<file path="src/core/crs_pkg.sv">
package crs_pkg;
  // APB map, byte addresses
  localparam logic [11:0] CRS_BOD_CTRL_OFS  = 12'h000;
  localparam logic [11:0] CRS_CHIP_STAT_OFS = 12'h004;
  localparam logic [11:0] CRS_WDOG_SEL_OFS  = 12'h008;
  localparam logic [11:0] CRS_DONE_OFS      = 12'h00c;
  localparam logic [11:0] CRS_CLK_CFG_OFS   = 12'h010;
  // Chip status field positions
  localparam int CRS_LAST_POWER_BIT = 0;
  localparam int CRS_LAST_RUN_BIT   = 1;
  localparam int CRS_LAST_DEBUG_BIT = 2;
  localparam int CRS_RESTART_BIT    = 8;
  // Clock config field positions
  localparam int CRS_REF_UNDIV_BIT  = 0;
  localparam int CRS_SYS_REF_BIT    = 1;
  // Sequencer stages in release order
  localparam int CRS_STAGES    = 9;
  localparam int CRS_ST_ROSC   = 0;
  localparam int CRS_ST_XOSC   = 1;
  localparam int CRS_ST_CLOCKS = 2;
  localparam int CRS_ST_PROC   = 8;
  // Threshold select code for nominal 0.86 V
  localparam logic [3:0] CRS_BROWNOUT_THRESHOLD_SELECT_RESET = 4'h9;
  // Threshold programming delay, typical figure
  localparam int CRS_CLK_MHZ      = 50;
  localparam int CRS_T_PROG_US    = 20;
  localparam int CRS_PROG_CYCLES  = CRS_T_PROG_US * CRS_CLK_MHZ;
  localparam logic [10:0] CRS_PROG_LOAD = 11'(CRS_PROG_CYCLES);
  // Oscillator edges counted before it counts as stable
  localparam logic [7:0] CRS_ROSC_EDGES = 8'h40;
  // Oscillator stage states, Gray along the path
  typedef enum logic [1:0]
  {
    CRS_ROSC_OFF    = 2'b00,
    CRS_ROSC_COUNT  = 2'b01,
    CRS_ROSC_STABLE = 2'b11
  } crs_rosc_t;
endpackage

</file>
<file path="src/core/crs_top.sv">
// Local design decisions: the placing of the registers and register access over APB.
`timescale 1ns/1ps
// Behaviour
// RULE1: threshold select returns to default on reset
// RULE2: new threshold applies after programming delay
// RULE3: run pin low holds chip in reset
// RULE4: release when run high and sources clear
// RULE5: debug restart resets chip, sets restart flag
// RULE6: record power, run or debug reset cause
// RULE7: at most one cause bit set
// RULE8: release one block, wait done, next
// RULE9: sequencer and run reset leave together
// RULE10: run reset not reasserted on restart
// RULE11: ring oscillator stage done after edge count
// RULE12: crystal stage done at once, not started
// RULE13: clocks released, ref undivided, sys from ref
// RULE14: fixed release order through processor complex
// RULE15: status reset only by chip-level reset
// RULE16: debugger may set restart flag itself
// RULE17: both cores released in final stage
// RULE18: debug restart spares the debug port
// RULE19: brown-out reinitialises power-on reset
// RULE20: watchdog reset cascades to later blocks
// RULE21: edge count is a design parameter
module crs_top
  import crs_pkg::*;
#(
  parameter logic [7:0] ROSC_EDGES = crs_pkg::CRS_ROSC_EDGES
)
(
  // Clock and reset
  input  wire logic        CLK,
  input  wire logic        NRST,
  // APB slave
  input  wire logic        PSEL,
  input  wire logic        PENABLE,
  input  wire logic        PWRITE,
  input  wire logic [11:0] PADDR,
  input  wire logic [31:0] PWDATA,
  output logic      [31:0] PRDATA,
  output logic             PREADY,
  output logic             PSLVERR,
  // Reset sources
  input  wire logic        POR_N,
  input  wire logic        BOD_N,
  input  wire logic        RUN,
  input  wire logic        DP_RESTART,
  input  wire logic        WDOG_FIRE,
  // Detector and oscillator
  output logic      [3:0]  BOD_BROWNOUT_THRESHOLD_SELECT,
  output logic             ROSC_EN,
  input  wire logic        ROSC_EDGE,
  // Block resets for stages 0 to 8, done signals for stages 2 to 8
  output logic             RST_N_RUN,
  output logic             RST_N_DP,
  output logic      [8:0]  BLK_RST_N,
  input  wire logic [6:0]  BLK_DONE,
  output logic             CORE0_RST_N,
  output logic             CORE1_RST_N,
  output logic             REF_UNDIV,
  output logic             SYS_FROM_REF
);
  import crs_pkg::*;

  logic            chip_ok_next;
  logic            seq_ok_next;
  logic            seq_ok_reg;
  logic [2:0]      last_reg;
  logic            restart_reg;
  logic [3:0]      brownout_threshold_select_reg;
  logic [10:0]     prog_cnt_reg;
  logic [8:0]      watchdog_reset_select_reg;
  logic [8:0]      rst_next;
  logic [8:0]      done_eff;
  logic [7:0]      rosc_cnt_reg;
  crs_rosc_t       rosc_state_reg;
  logic            rosc_done;
  logic            apb_setup;
  logic            apb_wr;
  logic            hit;
  logic [31:0]     rd_next;

  // Brown-out pulls the power-on output down with it
  assign chip_ok_next = POR_N & BOD_N & RUN; // RULE3 RULE19
  // Debug restart holds only the sequencer side
  assign seq_ok_next  = chip_ok_next & ~DP_RESTART; // RULE18

  // Chip-level reset outputs, run level ignores restarts
  always_ff @(posedge CLK or negedge NRST)
  begin
    if (!NRST)
    begin
      RST_N_RUN  <= 1'b0;
      RST_N_DP   <= 1'b0;
      seq_ok_reg <= 1'b0;
    end
    else
    begin
      RST_N_RUN  <= chip_ok_next; // RULE4 RULE9 RULE10
      RST_N_DP   <= chip_ok_next; // RULE18
      seq_ok_reg <= seq_ok_next; // RULE4 RULE9
    end
  end

  // Bus phases; zero wait states, answer in first access cycle
  assign apb_setup = PSEL & ~PENABLE;
  assign apb_wr    = PSEL & PENABLE & PREADY & PWRITE;
  assign hit = (PADDR == CRS_BOD_CTRL_OFS) || (PADDR == CRS_CHIP_STAT_OFS)
            || (PADDR == CRS_WDOG_SEL_OFS) || (PADDR == CRS_DONE_OFS)
            || (PADDR == CRS_CLK_CFG_OFS);

  // Cause record; power outranks run outranks debug
  always_ff @(posedge CLK or negedge NRST)
  begin
    if (!NRST)
    begin
      last_reg    <= 3'h1;
      restart_reg <= 1'b0;
    end
    // Chip-level reset restores the flag's reset value
    else if (!(POR_N & BOD_N))
    begin
      last_reg    <= 3'h1 << CRS_LAST_POWER_BIT; // RULE6 RULE7
      restart_reg <= 1'b0; // RULE15
    end
    else if (!RUN)
    begin
      last_reg    <= 3'h1 << CRS_LAST_RUN_BIT; // RULE6
      restart_reg <= 1'b0; // RULE15
    end
    else if (DP_RESTART)
    begin
      last_reg    <= 3'h1 << CRS_LAST_DEBUG_BIT; // RULE6
      restart_reg <= 1'b1; // RULE5
    end
    // Set beats clear; sequencer resets never touch this
    else if (apb_wr && PADDR == CRS_CHIP_STAT_OFS)
      restart_reg <= PWDATA[CRS_RESTART_BIT]; // RULE15 RULE16
  end

  // Threshold select, back to default whenever the sequencer side is held in reset
  always_ff @(posedge CLK or negedge NRST)
  begin
    if (!NRST)
      brownout_threshold_select_reg <= CRS_BROWNOUT_THRESHOLD_SELECT_RESET;
    else if (!seq_ok_reg)
      brownout_threshold_select_reg <= CRS_BROWNOUT_THRESHOLD_SELECT_RESET; // RULE1
    else if (apb_wr && PADDR == CRS_BOD_CTRL_OFS)
      brownout_threshold_select_reg <= PWDATA[3:0];
  end

  // Applied threshold lags the write by the programming delay
  always_ff @(posedge CLK or negedge NRST)
  begin
    if (!NRST)
    begin
      BOD_BROWNOUT_THRESHOLD_SELECT     <= CRS_BROWNOUT_THRESHOLD_SELECT_RESET;
      prog_cnt_reg <= 11'h000;
    end
    else if (!seq_ok_reg)
    begin
      BOD_BROWNOUT_THRESHOLD_SELECT     <= CRS_BROWNOUT_THRESHOLD_SELECT_RESET; // RULE1
      prog_cnt_reg <= 11'h000;
    end
    else if (apb_wr && PADDR == CRS_BOD_CTRL_OFS)
      prog_cnt_reg <= CRS_PROG_LOAD; // RULE2
    else if (prog_cnt_reg == 11'h001)
    begin
      BOD_BROWNOUT_THRESHOLD_SELECT     <= brownout_threshold_select_reg; // RULE2
      prog_cnt_reg <= 11'h000;
    end
    else if (prog_cnt_reg != 11'h000)
      prog_cnt_reg <= prog_cnt_reg - 11'h001;
  end

  // Watchdog selection, persists across restarts
  always_ff @(posedge CLK or negedge NRST)
  begin
    if (!NRST)
      watchdog_reset_select_reg <= 9'h000;
    else if (!RST_N_RUN)
      watchdog_reset_select_reg <= 9'h000;
    else if (apb_wr && PADDR == CRS_WDOG_SEL_OFS)
      watchdog_reset_select_reg <= PWDATA[8:0];
  end

  // Ring oscillator stage: start, then count its edges
  always_ff @(posedge CLK or negedge NRST)
  begin
    if (!NRST)
    begin
      rosc_state_reg <= CRS_ROSC_OFF;
      rosc_cnt_reg   <= 8'h00;
      ROSC_EN        <= 1'b0;
    end
    else
    begin
      ROSC_EN <= rst_next[CRS_ST_ROSC]; // RULE11
      case (rosc_state_reg)
        CRS_ROSC_OFF:
        begin
          rosc_cnt_reg <= 8'h00;
          if (BLK_RST_N[CRS_ST_ROSC])
            rosc_state_reg <= CRS_ROSC_COUNT;
        end
        CRS_ROSC_COUNT:
        begin
          if (!BLK_RST_N[CRS_ST_ROSC])
            rosc_state_reg <= CRS_ROSC_OFF;
          else if (rosc_cnt_reg == ROSC_EDGES)
            rosc_state_reg <= CRS_ROSC_STABLE; // RULE11 RULE21
          else if (ROSC_EDGE)
            rosc_cnt_reg <= rosc_cnt_reg + 8'h01;
        end
        CRS_ROSC_STABLE:
          if (!BLK_RST_N[CRS_ST_ROSC])
            rosc_state_reg <= CRS_ROSC_OFF;
        default:
          rosc_state_reg <= CRS_ROSC_OFF;
      endcase
    end
  end
  assign rosc_done = (rosc_state_reg == CRS_ROSC_STABLE);

  // Done is masked by own reset so a drop cascades at once
  assign done_eff = {BLK_DONE & BLK_RST_N[8:2],
                     BLK_RST_N[CRS_ST_XOSC], // RULE12
                     rosc_done};

  // Release chain: each stage waits for the one before
  always_comb
  begin
    rst_next[0] = seq_ok_reg & ~(WDOG_FIRE & watchdog_reset_select_reg[0]);
    for (int i = 1; i < CRS_STAGES; i++)
      rst_next[i] = seq_ok_reg & BLK_RST_N[i-1] & done_eff[i-1]
                  & ~(WDOG_FIRE & watchdog_reset_select_reg[i]); // RULE8 RULE14 RULE20
  end

  // Block resets and both cores from the final stage
  always_ff @(posedge CLK or negedge NRST)
  begin
    if (!NRST)
    begin
      BLK_RST_N   <= 9'h000;
      CORE0_RST_N <= 1'b0;
      CORE1_RST_N <= 1'b0;
    end
    else
    begin
      BLK_RST_N   <= rst_next; // RULE8 RULE14
      CORE0_RST_N <= rst_next[CRS_ST_PROC]; // RULE17
      CORE1_RST_N <= rst_next[CRS_ST_PROC]; // RULE17
    end
  end

  // Clock generators come up with ref undivided, sys on ref
  always_ff @(posedge CLK or negedge NRST)
  begin
    if (!NRST)
    begin
      REF_UNDIV    <= 1'b1;
      SYS_FROM_REF <= 1'b1;
    end
    else if (!BLK_RST_N[CRS_ST_CLOCKS])
    begin
      REF_UNDIV    <= 1'b1; // RULE13
      SYS_FROM_REF <= 1'b1; // RULE13
    end
    else if (apb_wr && PADDR == CRS_CLK_CFG_OFS)
    begin
      REF_UNDIV    <= PWDATA[CRS_REF_UNDIV_BIT];
      SYS_FROM_REF <= PWDATA[CRS_SYS_REF_BIT];
    end
  end

  // Read mux
  always_comb
  begin
    rd_next = 32'h0000_0000;
    case (PADDR)
      CRS_BOD_CTRL_OFS:  rd_next[3:0] = brownout_threshold_select_reg;
      CRS_CHIP_STAT_OFS:
      begin
        rd_next[2:0]             = last_reg;
        rd_next[CRS_RESTART_BIT] = restart_reg;
      end
      CRS_WDOG_SEL_OFS:  rd_next[8:0] = watchdog_reset_select_reg;
      CRS_DONE_OFS:      rd_next[8:0] = done_eff;
      CRS_CLK_CFG_OFS:
      begin
        rd_next[CRS_REF_UNDIV_BIT] = REF_UNDIV;
        rd_next[CRS_SYS_REF_BIT]   = SYS_FROM_REF;
      end
      default:           rd_next = 32'h0000_0000;
    endcase
  end

  // Answer registered in setup, stands for the access cycle
  always_ff @(posedge CLK or negedge NRST)
  begin
    if (!NRST)
    begin
      PREADY  <= 1'b0;
      PSLVERR <= 1'b0;
      PRDATA  <= 32'h0000_0000;
    end
    else
    begin
      PREADY  <= apb_setup;
      PSLVERR <= apb_setup & ~hit;
      PRDATA  <= apb_setup ? rd_next : 32'h0000_0000;
    end
  end
endmodule
</file>
<file path="config.mk">
export PLATFORM = sky130hd
export DESIGN_NAME = crs_top
export DESIGN_NICKNAME = d
export VERILOG_FILES = /design/src/core/crs_pkg.sv /design/src/core/crs_top.sv
export SDC_FILE = /design/constraint.sdc
export NUM_CORES = 1
export LEC_CHECK = 0
export BUFFER_PORTS_ARGS = -buffer_cell sky130_fd_sc_hd__buf_4
export CORE_ASPECT_RATIO = 0.8
export CORE_MARGIN = 2
export CORE_UTILIZATION = 55
export CTS_CLUSTER_SIZE = 40
export DETAILED_ROUTE_END_ITERATION = 8
export PLACE_DENSITY_LB_ADDON = 0.12
export SYNTH_ARGS = -nofsm -noshare
export SYNTH_HDL_FRONTEND = slang
export SYNTH_SLANG_ARGS = --single-unit
</file>
<file path="constraint.sdc">
create_clock -name CLK -period 3.6 [get_ports CLK]
set_input_delay 0.72 -clock CLK [delete_from_list [all_inputs] [get_ports CLK]]
set_output_delay 0.72 -clock CLK [all_outputs]
set_load 0.02 [all_outputs]
</file>
==> run metrics, run 1 <==
hold_sp=watchdog_reset_select_reg[0]$_DFFE_PN0P_; cts hold-fix bufs=0; hold endpoint=BLK_RST_N[0]$_DFF_PN0_; detailed-route via count=between 2000 and 3000; TNS Setup=0 ns; final count of hold timing violations=0; Vias/cell=~5.7; core area=0.00601 sq mm; CP max FO=6; die area=about 0.007 sq mm; antenna violation net count after detailed routing=0; static leakage power=around 1.9 nW; area grow syn2layout=19.1%; total grt overflow=0; register bit total from synthesis=66; worst path required time=roughly 3.9 ns; initial antenna violation count=0; WL final=~8.0 mm; Tmin final=~2.1 ns; clk slew on worst S/H paths=around 0.07 ns; layout cells sized above 1=roughly 23%; I/O Buffers=69; Hold Crit Class=flip-flop to flip-flop; Worst slew margin=44.7%; max_cap viols=0; Antenna diodes=0; Seq/Total Area, Yosys=47.8%; Synth cell types=54; initial core utilization=57.9%; number of flops mapped to enable cells by yosys=0; fillers=499; arrival time worst endpoint=approximately 2.4 ns; Clock Latency Late Sink=0.34 ns; Overall Power=roughly 1.5 mW; post_cts resized=0; DR iter-0 viols=between 150 and 200; largest net degree at the start of global routing=67; RR Startpoint=prog_cnt_reg[8]$_DFFE_PN0P_; GPL Wtd Cong=0.860; post-DP HPWL=between 5 and 6 mm; drt drc=0; Post-Syn Area=0.00348 sq mm; FP Rows=25; Reg2Reg Depth=4; DP Area=about 0.0039 sq mm; Warnings, synthesis=0; crit end category=flip-flop; clock root buffer=clkbuf_8; first-pass GRT wire length=about 13 mm; Hold Path Stages=1; PwrDens=~370 mW/mm^2; unrepaired setup endpoints after global routing=false; R2R Setup Slk=approximately 1.6 ns; Nets=between 400 and 500; Ports=116; WL/cell=around 16 um; setup bufs post-CTS=0; maximum VDD drop=between 200 and 300 uV; Num Clock Sinks=between 60 and 70; Clock Path Buffers=2; Die Wd=92.9 um; status=finished clean; CTS Buf Count=9; Synth async-reset ratio=100%; die height=around 75 um; Setup Crit Path Kind=primary input to flip-flop; Clock Skew=between 0.01 and 0.015 ns; final setup fails=0; drt pass-1 iters=5; Worst R2R End=prog_cnt_reg[9]$_DFFE_PN0P_; ys flop type=dfrtp_1; startpoint types=primary input; Post-Syn Area per Cell=9.69 sq um; measured slew at the worst slew-check pin=about 0.83 ns; CTS H-tree lvls=3; Tcrit/Tclk final=about three fifths; max reg flops=11; number of global-route vias before repair=2696; Gate Count Post-Synth=roughly 360; Final Util=69.0%; Max Freq=around 480 MHz; all-layer global routing usage=approximately 24%; Max Slew Vio Count=0; post-route cell area=0.00414 sq mm; CTS tree=built
-- final cells by class --
cell class	count	area, sq um	area share (%)
clock buffer	14	153	3.68
inverter	13	48.8	1.18
sequential	66	1660	40.1
multi-input combinational	261	1590	38.5
clock inverter	2	60.1	1.45
timing repair buffer	70	526	12.7
tap	81	101	2.45
-- logic make-up after synthesis --
group,after synthesis,synth area share [%]
compound gates,85,15.3
xor+xnor,5,1.26
fa+ha+maj,5,1.80
buf+inv,54,8.78
flops,66,47.8
mux,9,3.31
other cells,1,0.108
simple gates,134,21.7
-- how the worst max path moves through the flow --
stage                             to  slack (ns)     start
2_1_floorplan  REF_UNDIV$_DFFE_PN1P_        1.48  PADDR[7]
3_3_place_gp     PRDATA[7]$_DFF_PN0_        1.24  PADDR[7]
3_5_place_dp     PRDATA[4]$_DFF_PN0_        1.16  PADDR[7]
4_1_cts          PRDATA[4]$_DFF_PN0_        1.52  PADDR[7]
5_1_grt          PRDATA[4]$_DFF_PN0_        1.35  PADDR[7]
6_report         PRDATA[4]$_DFF_PN0_        1.50  PADDR[7]
-- power by group --
group          internal, mW  leakage [nW]  switching, mW
clock                 0.411         0.105          0.265
sequential            0.746         0.894        0.00639
combinational        0.0411         0.894         0.0763
-- cells in the mapped netlist, types with 2 or more instances --
| cell | number | area, sq um |
|---|---|---|
| and4_1 | 3 | 26.3 |
| o31ai_1 | 4 | 30.0 |
| a21oi_1 | 24 | 120 |
| mux2i_1 | 7 | 70.1 |
| or4_1 | 7 | 52.6 |
| a31oi_1 | 2 | 12.5 |
| nor2_1 | 21 | 78.8 |
| o21ai_0 | 24 | 120 |
| dfstp_2 | 7 | 184 |
| o21a_1 | 4 | 30.0 |
| ha_1 | 5 | 62.6 |
| dfrtp_1 | 59 | 1480 |
| nor3_1 | 3 | 15.0 |
| clkbuf_1 | 12 | 45.0 |
| inv_1 | 12 | 45.0 |
| nor2b_1 | 4 | 25.0 |
| a21boi_0 | 11 | 82.6 |
| mux4_2 | 2 | 45.0 |
| nand2_1 | 14 | 52.6 |
| buf_4 | 27 | 203 |
| nor4_1 | 5 | 31.3 |
| nand3_1 | 39 | 195 |
| and2_1 | 3 | 18.8 |
| or3_1 | 7 | 43.8 |
| nand2b_1 | 12 | 75.1 |
| o2bb2ai_1 | 3 | 26.3 |
| xnor2_1 | 5 | 43.8 |
| o211a_1 | 2 | 20.0 |
| nand4_1 | 5 | 31.3 |
| a211oi_1 | 2 | 15.0 |
-- worst max-delay path, cell delays in order --
cell and delay, ns:
buf_4 0.11, or4_1 0.60, nor4_4 0.43, nand4b_1 0.29, a21oi_1 0.21
-- metrics by stage --
step / setup WS, ns / hold slack [ns] / std cells
after floorplan: 1.48 / 0.424 / 381
after global placement: 1.24 / 0.446 / 491
after detailed placement: 1.16 / 0.450 / 491
after CTS: 1.52 / 0.459 / 507
after global routing: 1.35 / 0.473 / 507
final: 1.50 / 0.461 / 507
-- layout by cell type, fill, tap and decap left out, types with 2 or more instances in the layout --
| cell type | n |
|---|---|
| clkbuf_1 | 4 |
| inv_1 | 12 |
| ha_1 | 5 |
| a21boi_0 | 11 |
| o211a_1 | 2 |
| a31oi_1 | 2 |
| nor2b_1 | 4 |
| o21a_1 | 4 |
| bufinv_16 | 2 |
| nand4_1 | 5 |
| buf_4 | 70 |
| o21ai_0 | 24 |
| nand3_1 | 39 |
| nand2_1 | 14 |
| and4_1 | 3 |
| dfrtp_1 | 59 |
| dfstp_2 | 7 |
| nor2_1 | 21 |
| or4_1 | 7 |
| o2bb2ai_1 | 3 |
| o31ai_1 | 4 |
| mux4_2 | 2 |
| and2_1 | 3 |
| mux2i_1 | 7 |
| a211oi_1 | 2 |
| nand2b_1 | 12 |
| clkbuf_8 | 10 |
| xnor2_1 | 5 |
| conb_1 | 23 |
| nor4_1 | 5 |
| nor3_1 | 3 |
| a21oi_1 | 24 |
| or3_1 | 7 |
-- routing by layer --
| layer | share of wire [%] | up-vias | global-route usage, % |
|---|---|---|---|
| li1 | - | 1369 | - |
| met1 | 43 | 1391 | 31.5 |
| met2 | 48 | 121 | 39.9 |
| met3 | 7.8 | 11 | 6.61 |
| met4 | 1.4 | 0 | 8.33 |
| met5 | 0 | - | 0 |
Power figures use the tool's default switching activity.
==> inputs of run 2 (changes only) <==
--- a/config.mk
+++ b/config.mk
@@ -5,10 +5,11 @@
 export SDC_FILE = /design/constraint.sdc
 export NUM_CORES = 1
 export LEC_CHECK = 0
+export ABC_AREA = 1
 export BUFFER_PORTS_ARGS = -buffer_cell sky130_fd_sc_hd__buf_4
 export CORE_ASPECT_RATIO = 0.8
 export CORE_MARGIN = 2
-export CORE_UTILIZATION = 55
+export CORE_UTILIZATION = 46
 export CTS_CLUSTER_SIZE = 40
 export DETAILED_ROUTE_END_ITERATION = 8
 export PLACE_DENSITY_LB_ADDON = 0.12
==> constraint.sdc (replaced) <==
create_clock -name CLK -period 1.8 [get_ports CLK]
set_input_delay 0.36 -clock CLK [delete_from_list [all_inputs] [get_ports CLK]]
set_output_delay 0.36 -clock CLK [all_outputs]
set_load 0.02 [all_outputs]
==> run 2 against run 1 <==
Synthesized cell count is 22% higher. Via count rose by 4.3%. Critical endpoint is now prog_cnt_reg[6]$_DFFE_PN0P_. Sequential power up 100%. Non-clock buffer count grew 9. Clock power grew 110%. Cell count grew 24%. Worst hold slack got worse by 0.26 ns. Highest routed layer unchanged. Synthesized area up 3.7%. Die area up 23%.
==> run metrics, run 2 <==
hold_sp=RUN; largest net degree at the start of global routing=41 (-39%); initial antenna violation count=0 (unchanged); worst path required time=2.02 ns (-1.84 ns); layout cells sized above 1=24.7% (+2.1 points); TNS Setup=0 ns (unchanged); max_cap viols=0 (unchanged); Num Clock Sinks=66 (unchanged); initial core utilization=48.1% (-9.8 points); startpoint types=flip-flop; clock root buffer=clkbuf_8; GPL Wtd Cong=0.845 (-1.7%); Warnings, synthesis=0 (unchanged); top cell type's share of synthesized area=40.9% (-1.5 points); CTS Buf Count=9 (unchanged); max reg flops=11 (unchanged); biggest area consumer among synthesized cells=dfrtp_1; most frequent cells in the layout=nand2_1, buf_4, dfrtp_1; status=finished clean; met1 Use GR=30.5% (-0.97 points); R2R Setup Slk=0.21 ns (-1.37 ns); post_cts resized=0 (unchanged); Antenna diodes=0 (unchanged); Reg2Reg Depth=7 (+3); CP Cell Sequence=inv_1, ha_1, inv_1, nor2_1, nand4_2, o21ai_4, nor2_2; first-pass GRT wire length=13.6 mm (+6.6%); slowest CP cell=dfrtp_1; drt drc=0 (unchanged); final setup fails=0 (unchanged); setup bufs post-CTS=0 (unchanged); commonest non-fill, non-tap cell in the layout=nand2_1; Worst setup startpoint=prog_cnt_reg[0]$_DFFE_PN0P_; drt pass-1 iters=4 (-1); CTS tree=built; top cells by area, synth=dfrtp_1, nand2_1, nand3_1, buf_4, nor2_1; CTS H-tree lvls=3 (unchanged); Crit path max-delay family=flip-flops; Clock Skew=0.00944 ns (-0.000811 ns); Vias/cell=4.80 (-16%); Clock Path Buffers=2 (unchanged); antenna violation net count after detailed routing=0 (unchanged); CP most frequent cell=inv_1; top cells by count, synth=nand2_1, dfrtp_1, nor2_1, inv_1, nand3_1; Tcrit/Tclk final=88.3%; detailed-route via count=3016 (+4.3%); DP Area=0.00418 sq mm (+6.4%); worst path buffer plus inverter count=2 (+1); M2 GR Usage=29.8% (-10 points); PwrDens=745 mW/mm^2 (+100%); Gate Count Post-Synth=439 (+22%); CP max FO=6 (unchanged); Hold Crit Class=primary input to flip-flop; clk slew on worst S/H paths=0.08 ns (about the same); Seq/Total Area, Yosys=46.0% (-1.7 points); CP peak stage delay=0.42 ns (-0.18 ns); FP Rows=28 (+12%); WL/cell=12.8 um (-18%); Synth async-reset ratio=100% (unchanged); Tmin final=~1.6 ns; all-layer global routing usage=20.5% (-3.7 points); most instantiated library cell after synthesis=nand2_1; I/O Buffers=69 (unchanged); Nets=585 (+20%); Ports=116 (unchanged); Max Freq=around 630 MHz; die height=83.2 um (+11%); met3 usage=4.71% (-1.9 points); number of global-route vias before repair=2847 (+5.6%); Clock Latency Late Sink=0.34 ns (about the same); Worst R2R End=prog_cnt_reg[6]$_DFFE_PN0P_; maximum VDD drop=399 uV (+42%); number of flops mapped to enable cells by yosys=0 (unchanged); unrepaired setup endpoints after global routing=false; area grow syn2layout=22.6%; Hold Path Stages=2 (+1); Worst slew margin=65.9% (+21 points); Setup Crit Path Kind=flip-flop to flip-flop; gr busiest metal=met1; Die Wd=103 um (+11%); crit end category=flip-flop; hold endpoint=last_reg[1]$_DFFE_PN0P_; Max Slew Vio Count=0 (unchanged); final count of hold timing violations=0 (unchanged); RR Startpoint=prog_cnt_reg[0]$_DFFE_PN0P_; core area=0.00750 sq mm (+25%); measured slew at the worst slew-check pin=0.509 ns (-0.321 ns); arrival time worst endpoint=1.81 ns (-0.55 ns); fillers=729 (+46%); Synth cell types=37 (-31%); register bit total from synthesis=66 (unchanged); DR iter-0 viols=127 (-22%); post-DP HPWL=6.06 mm (+6.5%); Post-Syn Area per Cell=8.21 sq um (-15%); post-route cell area=0.00442 sq mm (+6.7%); ys flop type=dfrtp_1; total grt overflow=0 (unchanged); static leakage power=2.25 nW (+19%); die area=0.00857 sq mm (+23%); Post-Syn Area=0.00361 sq mm (+3.7%); WL final=8.06 mm (+1.0%)
run 2: cell types whose count changed in the layout (fill, tap and decap cells not counted), sizes merged, moves of 6 or more:
cell and change:
nand2 +73, nor2 +47, inv +41, a21oi -17
nand2b -12, a21boi -10, buf +8, or4 -8
mux2i -7, nor4 -7, o21ai +7, or3 -7
o22ai +6, xor2 +6
run 2: how the worst max path moves through the flow:
stage                                             end  slack [ns]  cells past startpoint
final                     prog_cnt_reg[6]$_DFFE_PN0P_        0.21                      7
after global placement    prog_cnt_reg[5]$_DFFE_PN0P_        0.16                      9
after floorplan           prog_cnt_reg[3]$_DFFE_PN0P_        0.41                      7
after detailed placement  prog_cnt_reg[3]$_DFFE_PN0P_        0.13                      9
after CTS                 prog_cnt_reg[6]$_DFFE_PN0P_        0.20                      7
after global routing      prog_cnt_reg[6]$_DFFE_PN0P_        0.02                      7
run 2: stage by stage:
step                      hold slack, ns  setup WS (ns)  cells  total power, mW  util, %
after floorplan                   0.0644          0.411    461             1.79        -
after global placement             0.303          0.156    611             1.90     55.8
after detailed placement           0.298          0.130    611             1.91     55.8
after CTS                          0.183          0.202    628             3.33     58.9
after global routing               0.189         0.0188    628             3.45     58.9
final                              0.196          0.211    628             3.29     58.9
run 2: final cells by class:
class / count / area (sq um) / area share [%]
clock buffer: 10 / 138 / 3.11
clock inverter: 6 / 88.8 / 2.01
inverter: 53 / 199 / 4.50
multi-input combinational: 309 / 1580 / 35.8
sequential: 66 / 1660 / 37.6
tap: 105 / 131 / 2.97
timing repair buffer: 79 / 621 / 14.0
run 2: layer usage:
metal,part of all wire [%],vias to the layer above
met5,0,-
met4,0.45,0
met3,7.1,2
met2,45,102
met1,47,1395
li1,-,1517
run 2: logic make-up after synthesis:
logic type | Yosys count | synth area share (%)
and+or+nand+nor | 218 | 28.9
buffers and inverters | 86 | 12.4
DFF | 66 | 46.0
AOI/OAI and AO/OA | 54 | 8.67
xor gates and xnor gates | 9 | 2.19
adders and majority gates | 5 | 1.73
other | 1 | 0.104
run 2: timing repair:
action	CTS	global route
endpoints found under the hold margin	26	0
hold buffers	1	0
endpoints found under the setup margin	0	2
run 2: power by group:
| part | switching, mW | total, mW | internal, mW |
|---|---|---|---|
| clock network | 0.595 | 1.41 | 0.820 |
| registers | 0.0180 | 1.52 | 1.50 |
| logic | 0.227 | 0.358 | 0.131 |
| total | 0.840 | 3.29 | 2.45 |
==> inputs of run 3 (changes only) <==
--- a/config.mk
+++ b/config.mk
@@ -6,7 +6,7 @@
 export NUM_CORES = 1
 export LEC_CHECK = 0
 export ABC_AREA = 1
-export BUFFER_PORTS_ARGS = -buffer_cell sky130_fd_sc_hd__buf_4
+export BUFFER_PORTS_ARGS = -buffer_cell sky130_fd_sc_hd__buf_2
 export CORE_ASPECT_RATIO = 0.8
 export CORE_MARGIN = 2
 export CORE_UTILIZATION = 46
==> run 3 against run 2 <==
Global-route usage fell by 0.73 points. Non-clock buffer count shrank 2. Combinational power down 8.1%. Power decreased by 0.76%. Routed wire length down 1.6%. First-iteration DRC count increased by 51%. Clock skew down 0.00056 ns. Final area decreased by 4.3%.
==> run metrics, run 3 (synthesis gave the netlist of run 2 again) <==
worst path required time=2.03 ns (about the same); initial core utilization=48.1% (unchanged); TNS Setup=0 ns (unchanged); gr busiest metal=met2; Final Util=56.4% (-2.5 points); Worst setup startpoint=rosc_cnt_reg[0]$_DFFE_PN0P_; Overall Power=3.27 mW (-0.76%); max reg flops=11 (unchanged); Clock Path Buffers=2 (unchanged); arrival time worst endpoint=1.82 ns (about the same); commonest non-fill, non-tap cell in the layout=nand2_1; DR iter-0 viols=192 (+51%); Hold Crit Class=primary input to asynchronous set/reset pin; status=finished clean; Max Freq=632 MHz (+0.35%); CTS Buf Count=9 (unchanged); Setup Crit Path Kind=flip-flop to flip-flop; CP peak stage delay=0.41 ns (about the same); RR Startpoint=rosc_cnt_reg[0]$_DFFE_PN0P_; Clock Skew=0.00888 ns (-0.000556 ns); core area=0.00750 sq mm (unchanged); post_cts resized=0 (unchanged); max_cap viols=0 (unchanged); Crit path max-delay family=flip-flops; clock root buffer=clkbuf_8; slowest CP cell=dfrtp_1; first-pass GRT wire length=13.2 mm (-3.5%); WL final=7.94 mm (-1.6%); all-layer global routing usage=19.7% (-0.73 points); post-DP HPWL=5.79 mm (-4.3%); measured slew at the worst slew-check pin=0.553 ns (+0.0437 ns); WL/cell=12.7 um (-1.3%); total grt overflow=0 (unchanged); CP Cell Sequence=inv_1, ha_1, nand3_1, nor2_1, nor2_1, o21ai_1, buf_4, o21ai_0; CP max FO=11 (+5); Tmin final=1.58 ns (-0.00550 ns); final setup fails=0 (unchanged); unrepaired setup endpoints after global routing=false; cts hold-fix bufs=0 (-1); Die Wd=103 um (unchanged); I/O Buffers=69 (unchanged); Tcrit/Tclk final=87.9% (-0.31 points); PwrDens=773 mW/mm^2 (+3.7%); drt drc=0 (unchanged); layout cells sized above 1=24.6% (-0.097 points); largest net degree at the start of global routing=67 (+63%); crit end category=flip-flop; Worst slew margin=63.0% (-2.9 points); Nets=583 (-0.34%); maximum VDD drop=365 uV (-8.3%); CTS H-tree lvls=3 (unchanged); die height=83.2 um (unchanged); GPL Wtd Cong=0.864 (+2.2%); Vias/cell=4.69 (-2.3%); worst path buffer plus inverter count=2 (unchanged); most frequent cells in the layout=nand2_1, buf_2, dfrtp_1; detailed-route via count=2938 (-2.6%); setup ws final=0.217 ns (+0.00550 ns); CP most frequent cell=nor2_1; met1 Use GR=28.5% (-2.0 points); area grow syn2layout=17.3%; FP Rows=28 (unchanged); fillers=723 (-0.82%); final count of hold timing violations=0 (unchanged); clk slew on worst S/H paths=0.08 ns (about the same); initial antenna violation count=0 (unchanged); static leakage power=2.20 nW (-2.3%); Antenna diodes=0 (unchanged); Ports=116 (unchanged); antenna violation net count after detailed routing=0 (unchanged); DP Area=0.00400 sq mm (-4.3%); Num Clock Sinks=66 (unchanged); CTS tree=built; die area=0.00857 sq mm (unchanged); drt pass-1 iters=4 (unchanged); met3 usage=5.05% (+0.34 points); startpoint types=flip-flop; Max Slew Vio Count=0 (unchanged); post-route cell area=0.00423 sq mm (-4.3%); M2 GR Usage=29.7% (-0.12 points); Clock Latency Late Sink=0.35 ns (about the same); setup bufs post-CTS=0 (unchanged); number of global-route vias before repair=2798 (-1.7%); pre-CTS WS=0.135 ns (+0.00485 ns)
[run 3: changes by cell type in the layout (fill, tap and decap cells not counted)]
cell           delta
dlygate4sd3_1     -1
inv_8             +1
clkinvlp_4        +1
clkinv_4          +1
clkinv_2          -1
buf_2            +69
clkbuf_8          -1
buf_4            -70
inv_6             -1
[run 3: stage by stage]
step,instances,hold WS (ns)
5_1_grt,626,0.0201
3_5_place_dp,610,0.408
2_1_floorplan,461,0.0644
4_1_cts,626,0.0240
6_report,626,0.0000845
3_3_place_gp,610,0.408
[run 3: routing by layer]
| layer | vias to the layer above | share of wire [%] |
|---|---|---|
| met3 | 4 | 6.6 |
| met4 | 0 | 0.47 |
| met5 | - | 0 |
| met2 | 91 | 44 |
| met1 | 1328 | 49 |
| li1 | 1515 | - |
[run 3: final timing paths]
path,cells after the start,slack (ns),to
worst max-delay path,8,0.22,rosc_cnt_reg[7]$_DFFE_PN0P_
worst min-delay path,2,0.00008,rosc_cnt_reg[5]$_DFFE_PN0P_
worst max register to register,8,0.22,rosc_cnt_reg[7]$_DFFE_PN0P_
worst min register to register,1,0.43,BLK_RST_N[5]$_DFF_PN0_
max in group asynchronous,2,1.45,brownout_threshold_select_reg[0]$_DFFE_PN1P_
min in group CLK,2,0.19,last_reg[1]$_DFFE_PN0P_
[run 3: where the power goes]
part	leakage [nW]	switching, mW	internal, mW
sequential	0.891	0.0176	1.50
clock	0.104	0.629	0.791
combinational	1.21	0.226	0.103
[run 3: cell type report]
| type | count | area (sq um) | area share (%) |
|---|---|---|---|
| Inverter | 53 | 199 | 4.70 |
| Clock buffer | 9 | 124 | 2.93 |
| Tap cell | 105 | 131 | 3.11 |
| Clock inverter | 7 | 103 | 2.43 |
| Sequential cell | 66 | 1660 | 39.3 |
| Multi-Input combinational cell | 309 | 1580 | 37.4 |
| Timing Repair Buffer | 77 | 430 | 10.2 |
[run 3: worst reg2reg max path: cells and delay by family (launching register included)]
family | cells | cell delay, ns
adders and majority gates | 1 | 0.15
buffers and inverters | 2 | 0.29
and+or+nand+nor | 3 | 0.38
DFF | 1 | 0.41
AOI/OAI and AO/OA | 2 | 0.23
